[config.mk]
export PLATFORM = sky130hd
export DESIGN_NAME = css_supervisor
export DESIGN_NICKNAME = d
export VERILOG_FILES = /design/src/shared/css_pkg.sv /design/src/shared/css_cue_if.sv /design/src/rtl/css_supervisor.sv /design/src/rtl/css_cue_gen.sv
export SDC_FILE = /design/constraint.sdc
export NUM_CORES = 1
export LEC_CHECK = 0
export BUFFER_PORTS_ARGS = -buffer_cell sky130_fd_sc_hd__buf_2
export CAP_MARGIN = 0
export CORE_UTILIZATION = 63
export CTS_CLUSTER_SIZE = 20
export DETAILED_ROUTE_END_ITERATION = 8
export GPL_ROUTABILITY_DRIVEN = 0
export PLACE_DENSITY = 0.94
export SYNTH_ARGS = -nofsm -noshare
export SYNTH_HDL_FRONTEND = slang
export SYNTH_SLANG_ARGS = --single-unit
[constraint.sdc]
create_clock -name clk -period 5.93 [get_ports clk]
set_clock_uncertainty 0.05 [all_clocks]
set_input_delay 0.593 -clock clk [delete_from_list [all_inputs] [get_ports clk]]
set_output_delay 0.593 -clock clk [all_outputs]
set_load 0.05 [all_outputs]
[src/shared/css_pkg.sv]
// Purpose: constants and types shared by the charge session supervisor
// Assumes: 125 MHz system clock
// Notes: AXI4-Lite register map, timing constants, states
package css_pkg;
    localparam int unsigned CLK_HZ = 125000000;
    // Times in their own units
    localparam int unsigned TONE_MS = 400;
    localparam int unsigned TONE_HZ = 4000;
    localparam int unsigned EPT_HOLD_S = 5;
    localparam int unsigned SHDN_MIN = 5;
    localparam int unsigned WAKE_MS = 400;
    // Derived cycle counts
    localparam longint unsigned MS_CYC = CLK_HZ / 1000;
    localparam longint unsigned TONE_CYC = MS_CYC * TONE_MS;
    localparam longint unsigned TONE_HALF_CYC = CLK_HZ / (2 * TONE_HZ);
    localparam longint unsigned EPT_CYC = longint'(CLK_HZ) * EPT_HOLD_S;
    localparam longint unsigned SHDN_CYC = longint'(CLK_HZ) * 60 * SHDN_MIN;
    localparam longint unsigned WAKE_CYC = MS_CYC * WAKE_MS;
    // Charge status thresholds, percent
    localparam logic [7:0] CS_FULL = 8'h64;
    localparam logic [7:0] CS_LOW = 8'h5a;
    localparam logic [7:0] EPT_CODE_DONE = 8'h01;
    // Register byte offsets
    localparam logic [7:0] REG_CTRL = 8'h00;
    localparam logic [7:0] REG_STAT = 8'h04;
    localparam logic [7:0] REG_IRQ_STAT = 8'h08;
    localparam logic [7:0] REG_IRQ_EN = 8'h0c;
    localparam logic [7:0] REG_IRQ_CLR = 8'h10;
    localparam logic [7:0] REG_PKT = 8'h14;
    localparam logic [31:0] CTRL_RST = 32'h00000000;
    // Interrupt bit positions
    localparam int unsigned IRQ_SHDN = 0;
    localparam int unsigned IRQ_START = 1;
    localparam int unsigned IRQ_DONE = 2;
    localparam int unsigned IRQ_FULL = 3;
    localparam int unsigned IRQ_W = 4;
    // Packet kinds written to REG_PKT bits 9:8
    localparam logic [1:0] PKT_EPT = 2'h1;
    localparam logic [1:0] PKT_CS = 2'h2;

    typedef enum logic [2:0] {
        CSS_IDLE = 3'b000,
        CSS_XFER = 3'b001,
        CSS_HOLD = 3'b010,
        CSS_SHDN = 3'b011,
        CSS_SLEEP = 3'b100
    } css_state_t;

    typedef enum logic [1:0] {
        CSS_IND_OFF = 2'b00,
        CSS_IND_CHG = 2'b01,
        CSS_IND_DONE = 2'b10,
        CSS_IND_FAULT = 2'b11
    } css_ind_t;
endpackage

[src/shared/css_cue_if.sv]
// Purpose: carries start cue request and outputs between modules
// Assumes: one clock
// Notes: start is a one-cycle pulse
`timescale 1ns/1ps
interface css_cue_if;
    logic start;
    logic tone;
    logic pulse;
    logic busy;
    modport ctl (output start, input tone, input pulse, input busy);
    modport gen (input start, output tone, output pulse, output busy);
endinterface

[src/rtl/css_supervisor.sv]
// Purpose: charge session supervisor with AXI4-Lite registers
// Assumes: packet decoder posts packets through REG_PKT or pkt port
// Notes: long counts are parameters so simulation can shorten them
//
// Summary of operation
// - low shutdown sense stops transfer, flags fault
// - shutdown ends after five minutes or removal
// - 4 kHz tone burst 400 ms at start
// - start pulse high 400 ms at start
// - reset pin low holds device reset
// - power-on reset sequences startup internally
// - charge-complete EPT: solid green, halt 5 s
// - full charge status: green, keep transferring
// - status below 90% returns charging indication
// - supervisor strap loads its firmware once
// - standby issues sleep; supervisor pulls reset
// - wake every 400 ms to ping
//
// Local design decisions: the register addresses and the AXI4-Lite register port.
`timescale 1ns/1ps
module css_supervisor #(
    parameter longint unsigned SHDN_CYC = css_pkg::SHDN_CYC,
    parameter longint unsigned EPT_CYC = css_pkg::EPT_CYC,
    parameter longint unsigned WAKE_CYC = css_pkg::WAKE_CYC,
    parameter longint unsigned BURST_CYC = css_pkg::TONE_CYC,
    parameter longint unsigned HALF_CYC = css_pkg::TONE_HALF_CYC
) (
    input wire logic clk,
    input wire logic rst_n,
    input wire logic por_done,
    input wire logic shdn_below,
    input wire logic rx_present,
    input wire logic sup_strap,
    input wire logic pkt_valid,
    input wire logic [1:0] pkt_kind,
    input wire logic [7:0] pkt_value,
    output logic power_on,
    output logic tone_out,
    output logic start_out,
    output logic [1:0] indication,
    output logic sleep_cmd,
    output logic fw_load,
    output logic irq,
    input wire logic [7:0] s_axi_awaddr,
    input wire logic s_axi_awvalid,
    output logic s_axi_awready,
    input wire logic [31:0] s_axi_wdata,
    input wire logic [3:0] s_axi_wstrb,
    input wire logic s_axi_wvalid,
    output logic s_axi_wready,
    output logic [1:0] s_axi_bresp,
    output logic s_axi_bvalid,
    input wire logic s_axi_bready,
    input wire logic [7:0] s_axi_araddr,
    input wire logic s_axi_arvalid,
    output logic s_axi_arready,
    output logic [31:0] s_axi_rdata,
    output logic [1:0] s_axi_rresp,
    output logic s_axi_rvalid,
    input wire logic s_axi_rready
);
    css_pkg::css_state_t state_reg;
    css_pkg::css_ind_t ind_reg;
    logic [39:0] tmr_reg;
    logic [31:0] ctrl_reg;
    logic [css_pkg::IRQ_W-1:0] ists_reg;
    logic [css_pkg::IRQ_W-1:0] ien_reg;
    logic [css_pkg::IRQ_W-1:0] iev;
    logic boot_reg;
    logic fw_reg;
    logic sleep_reg;
    logic [7:0] awaddr_reg;
    logic [31:0] wdata_reg;
    logic aw_have, w_have;
    logic bvalid_reg;
    logic rvalid_reg;
    logic [31:0] rdata_reg;
    logic [1:0] rresp_reg;
    logic [1:0] bresp_reg;
    logic [1:0] p_kind;
    logic [7:0] p_val;
    logic sw_pkt, p_valid, ept_done, cs_full, cs_low, go_xfer, wr_fire;
    logic wstrb0_reg;

    css_cue_if cue ();

    // ==========================================
    // Cue generator
    css_cue_gen #(
        .BURST_CYC(BURST_CYC),
        .HALF_CYC(HALF_CYC)
    ) u_cue (
        .clk(clk),
        .rst_n(rst_n),
        .cue(cue)
    );

    // ==========================================
    // Packet source: port or software write
    assign wr_fire = aw_have && w_have && !bvalid_reg;
    assign sw_pkt = wr_fire && (awaddr_reg == css_pkg::REG_PKT);
    assign p_valid = pkt_valid || sw_pkt;
    assign p_kind = pkt_valid ? pkt_kind : wdata_reg[9:8];
    assign p_val = pkt_valid ? pkt_value : wdata_reg[7:0];
    assign ept_done = p_valid && p_kind == css_pkg::PKT_EPT && p_val == css_pkg::EPT_CODE_DONE;
    assign cs_full = p_valid && p_kind == css_pkg::PKT_CS && p_val >= css_pkg::CS_FULL;
    assign cs_low = p_valid && p_kind == css_pkg::PKT_CS && p_val < css_pkg::CS_LOW;
    // Enter transfer only when a receiver sits on the pad
    assign go_xfer = (state_reg == css_pkg::CSS_IDLE) && rx_present && boot_reg && !shdn_below;
    assign cue.start = go_xfer;

    // ==========================================
    // Boot and supervisor strap, caught after reset release
    always_ff @(posedge clk or negedge rst_n) begin
        if (!rst_n) begin
            boot_reg <= 1'b0;
            fw_reg <= 1'b0;
        end else if (!boot_reg && por_done) begin
            boot_reg <= 1'b1;
            fw_reg <= sup_strap;
        end else begin
            fw_reg <= 1'b0;
        end
    end

    // ==========================================
    // Session state machine; shutdown sense wins over all
    always_ff @(posedge clk or negedge rst_n) begin
        if (!rst_n) begin
            state_reg <= css_pkg::CSS_IDLE;
            tmr_reg <= 40'h0;
            sleep_reg <= 1'b0;
        end else begin
            sleep_reg <= 1'b0;
            if (shdn_below && state_reg != css_pkg::CSS_SHDN) begin
                state_reg <= css_pkg::CSS_SHDN;
                tmr_reg <= 40'(SHDN_CYC - 1);
            end else begin
                case (state_reg)
                    css_pkg::CSS_IDLE: begin
                        if (go_xfer) begin
                            state_reg <= css_pkg::CSS_XFER;
                        end else if (boot_reg && ctrl_reg[0]) begin
                            state_reg <= css_pkg::CSS_SLEEP;
                            sleep_reg <= 1'b1;
                            tmr_reg <= 40'(WAKE_CYC - 1);
                        end
                    end
                    css_pkg::CSS_XFER: begin
                        if (ept_done) begin
                            state_reg <= css_pkg::CSS_HOLD;
                            tmr_reg <= 40'(EPT_CYC - 1);
                        end else if (!rx_present) begin
                            state_reg <= css_pkg::CSS_IDLE;
                        end
                    end
                    css_pkg::CSS_HOLD: begin
                        if (tmr_reg == 40'h0) begin
                            state_reg <= css_pkg::CSS_IDLE;
                        end else begin
                            tmr_reg <= tmr_reg - 40'h1;
                        end
                    end
                    css_pkg::CSS_SHDN: begin
                        if (!shdn_below && (tmr_reg == 40'h0 || !rx_present)) begin
                            state_reg <= css_pkg::CSS_IDLE;
                        end else if (tmr_reg != 40'h0) begin
                            tmr_reg <= tmr_reg - 40'h1;
                        end
                    end
                    css_pkg::CSS_SLEEP: begin
                        // Wake to ping; period must not exceed detection limit
                        if (tmr_reg == 40'h0) begin
                            state_reg <= css_pkg::CSS_IDLE;
                        end else begin
                            tmr_reg <= tmr_reg - 40'h1;
                        end
                    end
                    default: state_reg <= css_pkg::CSS_IDLE;
                endcase
            end
        end
    end

    // ==========================================
    // Indication: done, trickle and fault
    always_ff @(posedge clk or negedge rst_n) begin
        if (!rst_n) begin
            ind_reg <= css_pkg::CSS_IND_OFF;
        end else if (shdn_below) begin
            ind_reg <= css_pkg::CSS_IND_FAULT;
        end else if (state_reg == css_pkg::CSS_XFER && ept_done) begin
            ind_reg <= css_pkg::CSS_IND_DONE;
        end else if (state_reg == css_pkg::CSS_XFER && cs_full) begin
            ind_reg <= css_pkg::CSS_IND_DONE;
        end else if (state_reg == css_pkg::CSS_XFER && cs_low) begin
            ind_reg <= css_pkg::CSS_IND_CHG;
        end else if (go_xfer) begin
            ind_reg <= css_pkg::CSS_IND_CHG;
        end else if (state_reg == css_pkg::CSS_IDLE && !rx_present) begin
            ind_reg <= css_pkg::CSS_IND_OFF;
        end
    end

    assign power_on = (state_reg == css_pkg::CSS_XFER);
    assign indication = ind_reg;
    assign tone_out = cue.tone;
    assign start_out = cue.pulse;
    assign sleep_cmd = sleep_reg;
    assign fw_load = fw_reg;

    // ==========================================
    // Interrupts; set beats clear in the same cycle
    assign iev = {cs_full && state_reg == css_pkg::CSS_XFER,
                  ept_done && state_reg == css_pkg::CSS_XFER,
                  go_xfer,
                  shdn_below && state_reg != css_pkg::CSS_SHDN};
    always_ff @(posedge clk or negedge rst_n) begin
        if (!rst_n) begin
            ists_reg <= '0;
        end else if (wr_fire && awaddr_reg == css_pkg::REG_IRQ_CLR) begin
            ists_reg <= (ists_reg & ~wdata_reg[css_pkg::IRQ_W-1:0]) | iev;
        end else begin
            ists_reg <= ists_reg | iev;
        end
    end
    assign irq = |(ists_reg & ien_reg);

    // ==========================================
    // AXI4-Lite write channel; address and data in either order
    always_ff @(posedge clk or negedge rst_n) begin
        if (!rst_n) begin
            aw_have <= 1'b0;
            w_have <= 1'b0;
            awaddr_reg <= 8'h0;
            wdata_reg <= 32'h0;
            wstrb0_reg <= 1'b0;
            bvalid_reg <= 1'b0;
            bresp_reg <= 2'b00;
        end else begin
            if (s_axi_awvalid && s_axi_awready) begin
                aw_have <= 1'b1;
                awaddr_reg <= s_axi_awaddr;
            end
            if (s_axi_wvalid && s_axi_wready) begin
                w_have <= 1'b1;
                wdata_reg <= s_axi_wdata;
                wstrb0_reg <= s_axi_wstrb[0]; // Master may drop the strobe once W is taken
            end
            if (wr_fire) begin
                aw_have <= 1'b0;
                w_have <= 1'b0;
                bvalid_reg <= 1'b1;
                bresp_reg <= (awaddr_reg == css_pkg::REG_CTRL || awaddr_reg == css_pkg::REG_IRQ_EN
                    || awaddr_reg == css_pkg::REG_IRQ_CLR || awaddr_reg == css_pkg::REG_PKT)
                    ? 2'b00 : 2'b10;
            end else if (bvalid_reg && s_axi_bready) begin
                bvalid_reg <= 1'b0;
            end
        end
    end
    assign s_axi_awready = !aw_have && !bvalid_reg;
    assign s_axi_wready = !w_have && !bvalid_reg;
    assign s_axi_bvalid = bvalid_reg;
    assign s_axi_bresp = bresp_reg;

    // Writable registers
    always_ff @(posedge clk or negedge rst_n) begin
        if (!rst_n) begin
            ctrl_reg <= css_pkg::CTRL_RST;
            ien_reg <= '0;
        end else if (wr_fire && awaddr_reg == css_pkg::REG_CTRL && wstrb0_reg) begin
            ctrl_reg <= {31'h0, wdata_reg[0]};
        end else if (wr_fire && awaddr_reg == css_pkg::REG_IRQ_EN) begin
            ien_reg <= wdata_reg[css_pkg::IRQ_W-1:0];
        end
    end

    // ==========================================
    // AXI4-Lite read channel, one cycle answer
    always_ff @(posedge clk or negedge rst_n) begin
        if (!rst_n) begin
            rvalid_reg <= 1'b0;
            rdata_reg <= 32'h0;
            rresp_reg <= 2'b00;
        end else if (s_axi_arvalid && s_axi_arready) begin
            rvalid_reg <= 1'b1;
            rresp_reg <= 2'b00;
            case (s_axi_araddr)
                css_pkg::REG_CTRL: rdata_reg <= ctrl_reg;
                css_pkg::REG_STAT: rdata_reg <= {24'h0, fw_reg, boot_reg, ind_reg,
                    cue.busy, state_reg};
                css_pkg::REG_IRQ_STAT: rdata_reg <= {28'h0, ists_reg};
                css_pkg::REG_IRQ_EN: rdata_reg <= {28'h0, ien_reg};
                default: begin
                    rdata_reg <= 32'h0;
                    rresp_reg <= 2'b10;
                end
            endcase
        end else if (rvalid_reg && s_axi_rready) begin
            rvalid_reg <= 1'b0;
        end
    end
    assign s_axi_arready = !rvalid_reg;
    assign s_axi_rvalid = rvalid_reg;
    assign s_axi_rdata = rdata_reg;
    assign s_axi_rresp = rresp_reg;

    // ==========================================
    // Checks
    chk_shdn_stops_power: assert property (@(posedge clk) disable iff (!rst_n)
        shdn_below |=> !power_on) else $error("power on during shutdown");
    chk_shdn_fault_shown: assert property (@(posedge clk) disable iff (!rst_n)
        shdn_below |=> indication == css_pkg::CSS_IND_FAULT) else $error("no fault");
    chk_shdn_recover_rm: assert property (@(posedge clk) disable iff (!rst_n)
        state_reg == css_pkg::CSS_SHDN && !shdn_below && !rx_present
        |=> state_reg == css_pkg::CSS_IDLE) else $error("no recovery on removal");
    chk_start_cues: assert property (@(posedge clk) disable iff (!rst_n)
        go_xfer |=> start_out [*2]) else $error("start pulse missing");
    chk_cue_new_only: assert property (@(posedge clk) disable iff (!rst_n)
        $rose(start_out) |-> $past(go_xfer)) else $error("burst without transfer");
    chk_ept_halt: assert property (@(posedge clk) disable iff (!rst_n)
        state_reg == css_pkg::CSS_XFER && ept_done && !shdn_below
        |=> state_reg == css_pkg::CSS_HOLD && indication == css_pkg::CSS_IND_DONE)
        else $error("ept not handled");
    chk_trickle_power: assert property (@(posedge clk) disable iff (!rst_n)
        state_reg == css_pkg::CSS_XFER && cs_full && !ept_done && !shdn_below && rx_present
        |=> power_on && indication == css_pkg::CSS_IND_DONE) else $error("trickle");
    chk_low_resume: assert property (@(posedge clk) disable iff (!rst_n)
        state_reg == css_pkg::CSS_XFER && cs_low && !shdn_below
        |=> indication == css_pkg::CSS_IND_CHG) else $error("no charging resume");
    chk_sleep_wake: assert property (@(posedge clk) disable iff (!rst_n)
        sleep_cmd |-> state_reg == css_pkg::CSS_SLEEP) else $error("sleep bad");
    chk_irq_level: assert property (@(posedge clk) disable iff (!rst_n)
        go_xfer |=> ists_reg[css_pkg::IRQ_START]) else $error("start event not latched");
    cov_start: cover property (@(posedge clk) disable iff (!rst_n) go_xfer);
    cov_ept: cover property (@(posedge clk) disable iff (!rst_n) state_reg == css_pkg::CSS_HOLD);
    cov_shdn: cover property (@(posedge clk) disable iff (!rst_n) $rose(shdn_below));
    cov_sleep: cover property (@(posedge clk) disable iff (!rst_n) sleep_cmd);
endmodule // css_supervisor

[src/rtl/css_cue_gen.sv]
// Purpose: tone burst and start pulse generator
// Assumes: start is a one-cycle pulse on a new transfer
// Notes: outputs low outside the burst
`timescale 1ns/1ps
module css_cue_gen #(
    parameter longint unsigned BURST_CYC = css_pkg::TONE_CYC,
    parameter longint unsigned HALF_CYC = css_pkg::TONE_HALF_CYC
) (
    input wire logic clk,
    input wire logic rst_n,
    css_cue_if.gen cue
);
    logic [31:0] len_reg;
    logic [31:0] half_reg;
    logic tone_reg;
    logic act_reg;

    // ==========================================
    // Burst length and square wave
    always_ff @(posedge clk or negedge rst_n) begin
        if (!rst_n) begin
            len_reg <= 32'h0;
            half_reg <= 32'h0;
            tone_reg <= 1'b0;
            act_reg <= 1'b0;
        end else if (cue.start) begin
            len_reg <= 32'(BURST_CYC - 1);
            half_reg <= 32'(HALF_CYC - 1);
            tone_reg <= 1'b1;
            act_reg <= 1'b1;
        end else if (act_reg) begin
            if (len_reg == 32'h0) begin
                act_reg <= 1'b0;
                tone_reg <= 1'b0;
            end else begin
                len_reg <= len_reg - 32'h1;
                if (half_reg == 32'h0) begin
                    half_reg <= 32'(HALF_CYC - 1);
                    tone_reg <= ~tone_reg;
                end else begin
                    half_reg <= half_reg - 32'h1;
                end
            end
        end
    end

    assign cue.tone = tone_reg;
    assign cue.pulse = act_reg;
    assign cue.busy = act_reg;

    chk_tone_quiet: assert property (@(posedge clk) disable iff (!rst_n)
        !act_reg |-> !tone_reg) else $error("tone high outside burst");
endmodule // css_cue_gen

==> metrics.csv <==
metric,value,unit
postLayoutSetupSlackWorst,2.64,ns
ant_nets,0,
cts_repair_resize_count,0,
port_buffers,71,
clkLatencyLatePin,0.44,ns
final_net_count,1089,
end_kind,register,
post-cts-setup-buffer-count,0,
drive_gt1_frac,0.161,
synth_compound_gate_area_share,0.184,
synth-seq-area-share,0.442,
worstPathArrival,3.52,ns
yosys.area_share.simple,0.237,
post-dp-hpwl,14.0,mm
timing_worst_setup_path_type,reg2reg,
detail_route.vias_per_cell,6.72,
ctsHtreeMaxLevel,4,
cts_num_sinks,156,
clkTransAtPathRegs,0.06,ns
cts_tree,done,
cp.buffers_inverters,0,
grt_start_max_net_pins,114,
irDropWorstVdd,0.303,mV
synthArstFlopShare,1.00,
worst-endpoint-required,6.16,ns
synth_ff_type,dfrtp_1,
largest_family_of_logic_cells_by_synthesized_area,simple AND/OR/NAND/NOR gates,
first_global_vias,7595,
report.final.setup_viol,0,
area_delta_synth_final,11.5,%
avgSynthCellArea,9.22,um2
power.total,3.76,mW
final-hold-violation-count,0,
cts_made_buffers,17,
crit_fanout,25,
synth_seq_cells,156,
yosys.cell_count.top_type,dfrtp_1,
num_rows,42,
drt_first_iter_violations,1123,
tns,0,ns
remaining_drc_errors,0,
floorplan.core_area,13500,um2
main_area_contributors_after_synthesis,"dfrtp_1, nand2_1, nor2_1",
initial_core_util,0.657,
ctsHoldBuffers,0,
synth_top_area_frac,0.442,
drt-total-wl,22.2,mm
max_cap_viol,0,
fp.dieArea,14500,um2
io_pins,123,
path_cells,"nor4_1, nand3_1, nor4_1, nand2_1, nand2_1, nor2_1",
worst_pin_slew,0.995,ns
finalWorstPathRequiredPeriod,3.29,ns
power.density,381,nW/um2
critical-path-top-delay-family,simple AND/OR/NAND/NOR gates,
first_pass_grt_wire_length,36.8,mm
slew_headroom,0.337,
grt_antenna_before_repair,0,
cts-root-to-sink-buffers,2,
largest_register_ffs,40,
dp_slack,2.78,ns
num_antenna_cells,0,
yosysWarnings,0,
multiplexer_share_of_the_synthesized_area,0.0381,
number_of_library_cell_types_mapped_by_synthesis,79,
fp.dieH,120,um
synthAdderAreaFrac,0.00708,
run_status,finished clean,
synthesis.area,8840,um2
syn-instance-count,959,
timing.fmax,304,MHz
layoutNonFillerInstCount,1199,
route.vias.total,8061,
timing.hold.worst.class,in2async,
whs,0.257,ns
synth-edff-count,0,
n_fill_cell,863,
netlist.top_cell.by_area,dfrtp_1,
drv_slew,0,
list_of_most_frequent_post_synthesis_cells,"dfrtp_1, nand2_1, nor2_1",
max_stage_delay,0.70,ns
grt_remaining_overflow,0,
final_min_period_over_clock_period,0.554,
worst_setup_path_start_kind,register,
post_synth_xor_area_fraction,0.0386,
placedCellCount,1167,
die_w,120,um
leakage,4.01,nW
highest_delay_cell_along_the_critical_path,nand2_1,
cts_root_buffer,clkbuf_16,
first_pass_iters,7,
unrepaired_setup_endpoints_after_global_routing,no,
routed_wire_length_per_instance,18.5,um
groute.usage.overall,0.316,
worst paths after layout:
check	from	to	slack, ns	cells past startpoint
min reg2reg	s_axi_rdata[0]$_DFFE_PN0P_	s_axi_rdata[0]$_DFFE_PN0P_	0.43	2
min in group clk	s_axi_bready	s_axi_bvalid$_DFFE_PN0P_	0.27	2
max	u_cue.half_reg[6]$_DFFE_PN0P_	u_cue.half_reg[27]$_DFFE_PN0P_	2.64	6
min	rst_n	u_cue.len_reg[31]$_DFFE_PN0P_	0.26	1
max in group asynchronous	rst_n	tmr_reg[23]$_DFFE_PN0P_	4.44	2
max reg2reg	u_cue.half_reg[6]$_DFFE_PN0P_	u_cue.half_reg[27]$_DFFE_PN0P_	2.64	6
final cells by class:
cell class                 count  area, um2  area share
clock buffer                  18        439      0.0445
clock inverter                14        216      0.0219
inverter                      19       71.3     0.00723
multi-input combinational    736       4580       0.465
sequential                   156       3900       0.396
tap                          176        220      0.0223
timing repair buffer          80        429      0.0435
cells in the final DEF (no fill, tap or decap), types with 7 or more instances in the layout:
cell,n
dfrtp_1,156
nor2_1,84
nand2_1,84
buf_2,70
o21ai_0,62
a21oi_1,47
nor3_1,41
nor4_1,34
mux2_2,27
nand3_1,26
conb_1,26
o31ai_1,25
xor2_1,24
a31oi_1,22
inv_1,19
clkbuf_16,17
nand4_1,16
or3_1,15
xnor2_1,15
o211ai_1,12
or4_1,10
nor2b_1,9
buf_4,9
o21a_1,8
nand2b_1,8
nor4b_1,7
o2111ai_1,7
worst register-to-register path, delay by kind of cell (launching register included):
kind / cells / cell delay (ns)
flip-flops: 1 / 0.43
AND/OR/NAND/NOR: 6 / 2.64
routing by layer:
layer	track usage	share of wire	up-vias
met5	0	0	-
met4	0.118	0.019	0
met3	0.0675	0.071	48
met2	0.521	0.50	460
met1	0.410	0.41	3921
li1	-	-	3632
power breakdown:
group	total (mW)	leakage, nW	switching, mW	internal [mW]
registers	1.58	1.86	0.286	1.30
clock network	1.22	0.321	0.462	0.760
logic	0.955	1.82	0.587	0.367
total	3.76	4.01	1.34	2.43
through the flow:
stage / utilization / area [um2]
finish: 0.733 / 9860
detailed placement: 0.684 / 9210
global route: 0.733 / 9860
CTS: 0.733 / 9860
floorplan: - / 8930
global placement: 0.684 / 9210
logic make-up after synthesis:
family,after synthesis
mux,29
xor+xnor,39
fa+ha+maj,5
simple gates,389
compound gates,248
flops,156
other cells,1
buf+inv,92
No activity file was read; power rests on OpenSTA's default activity.
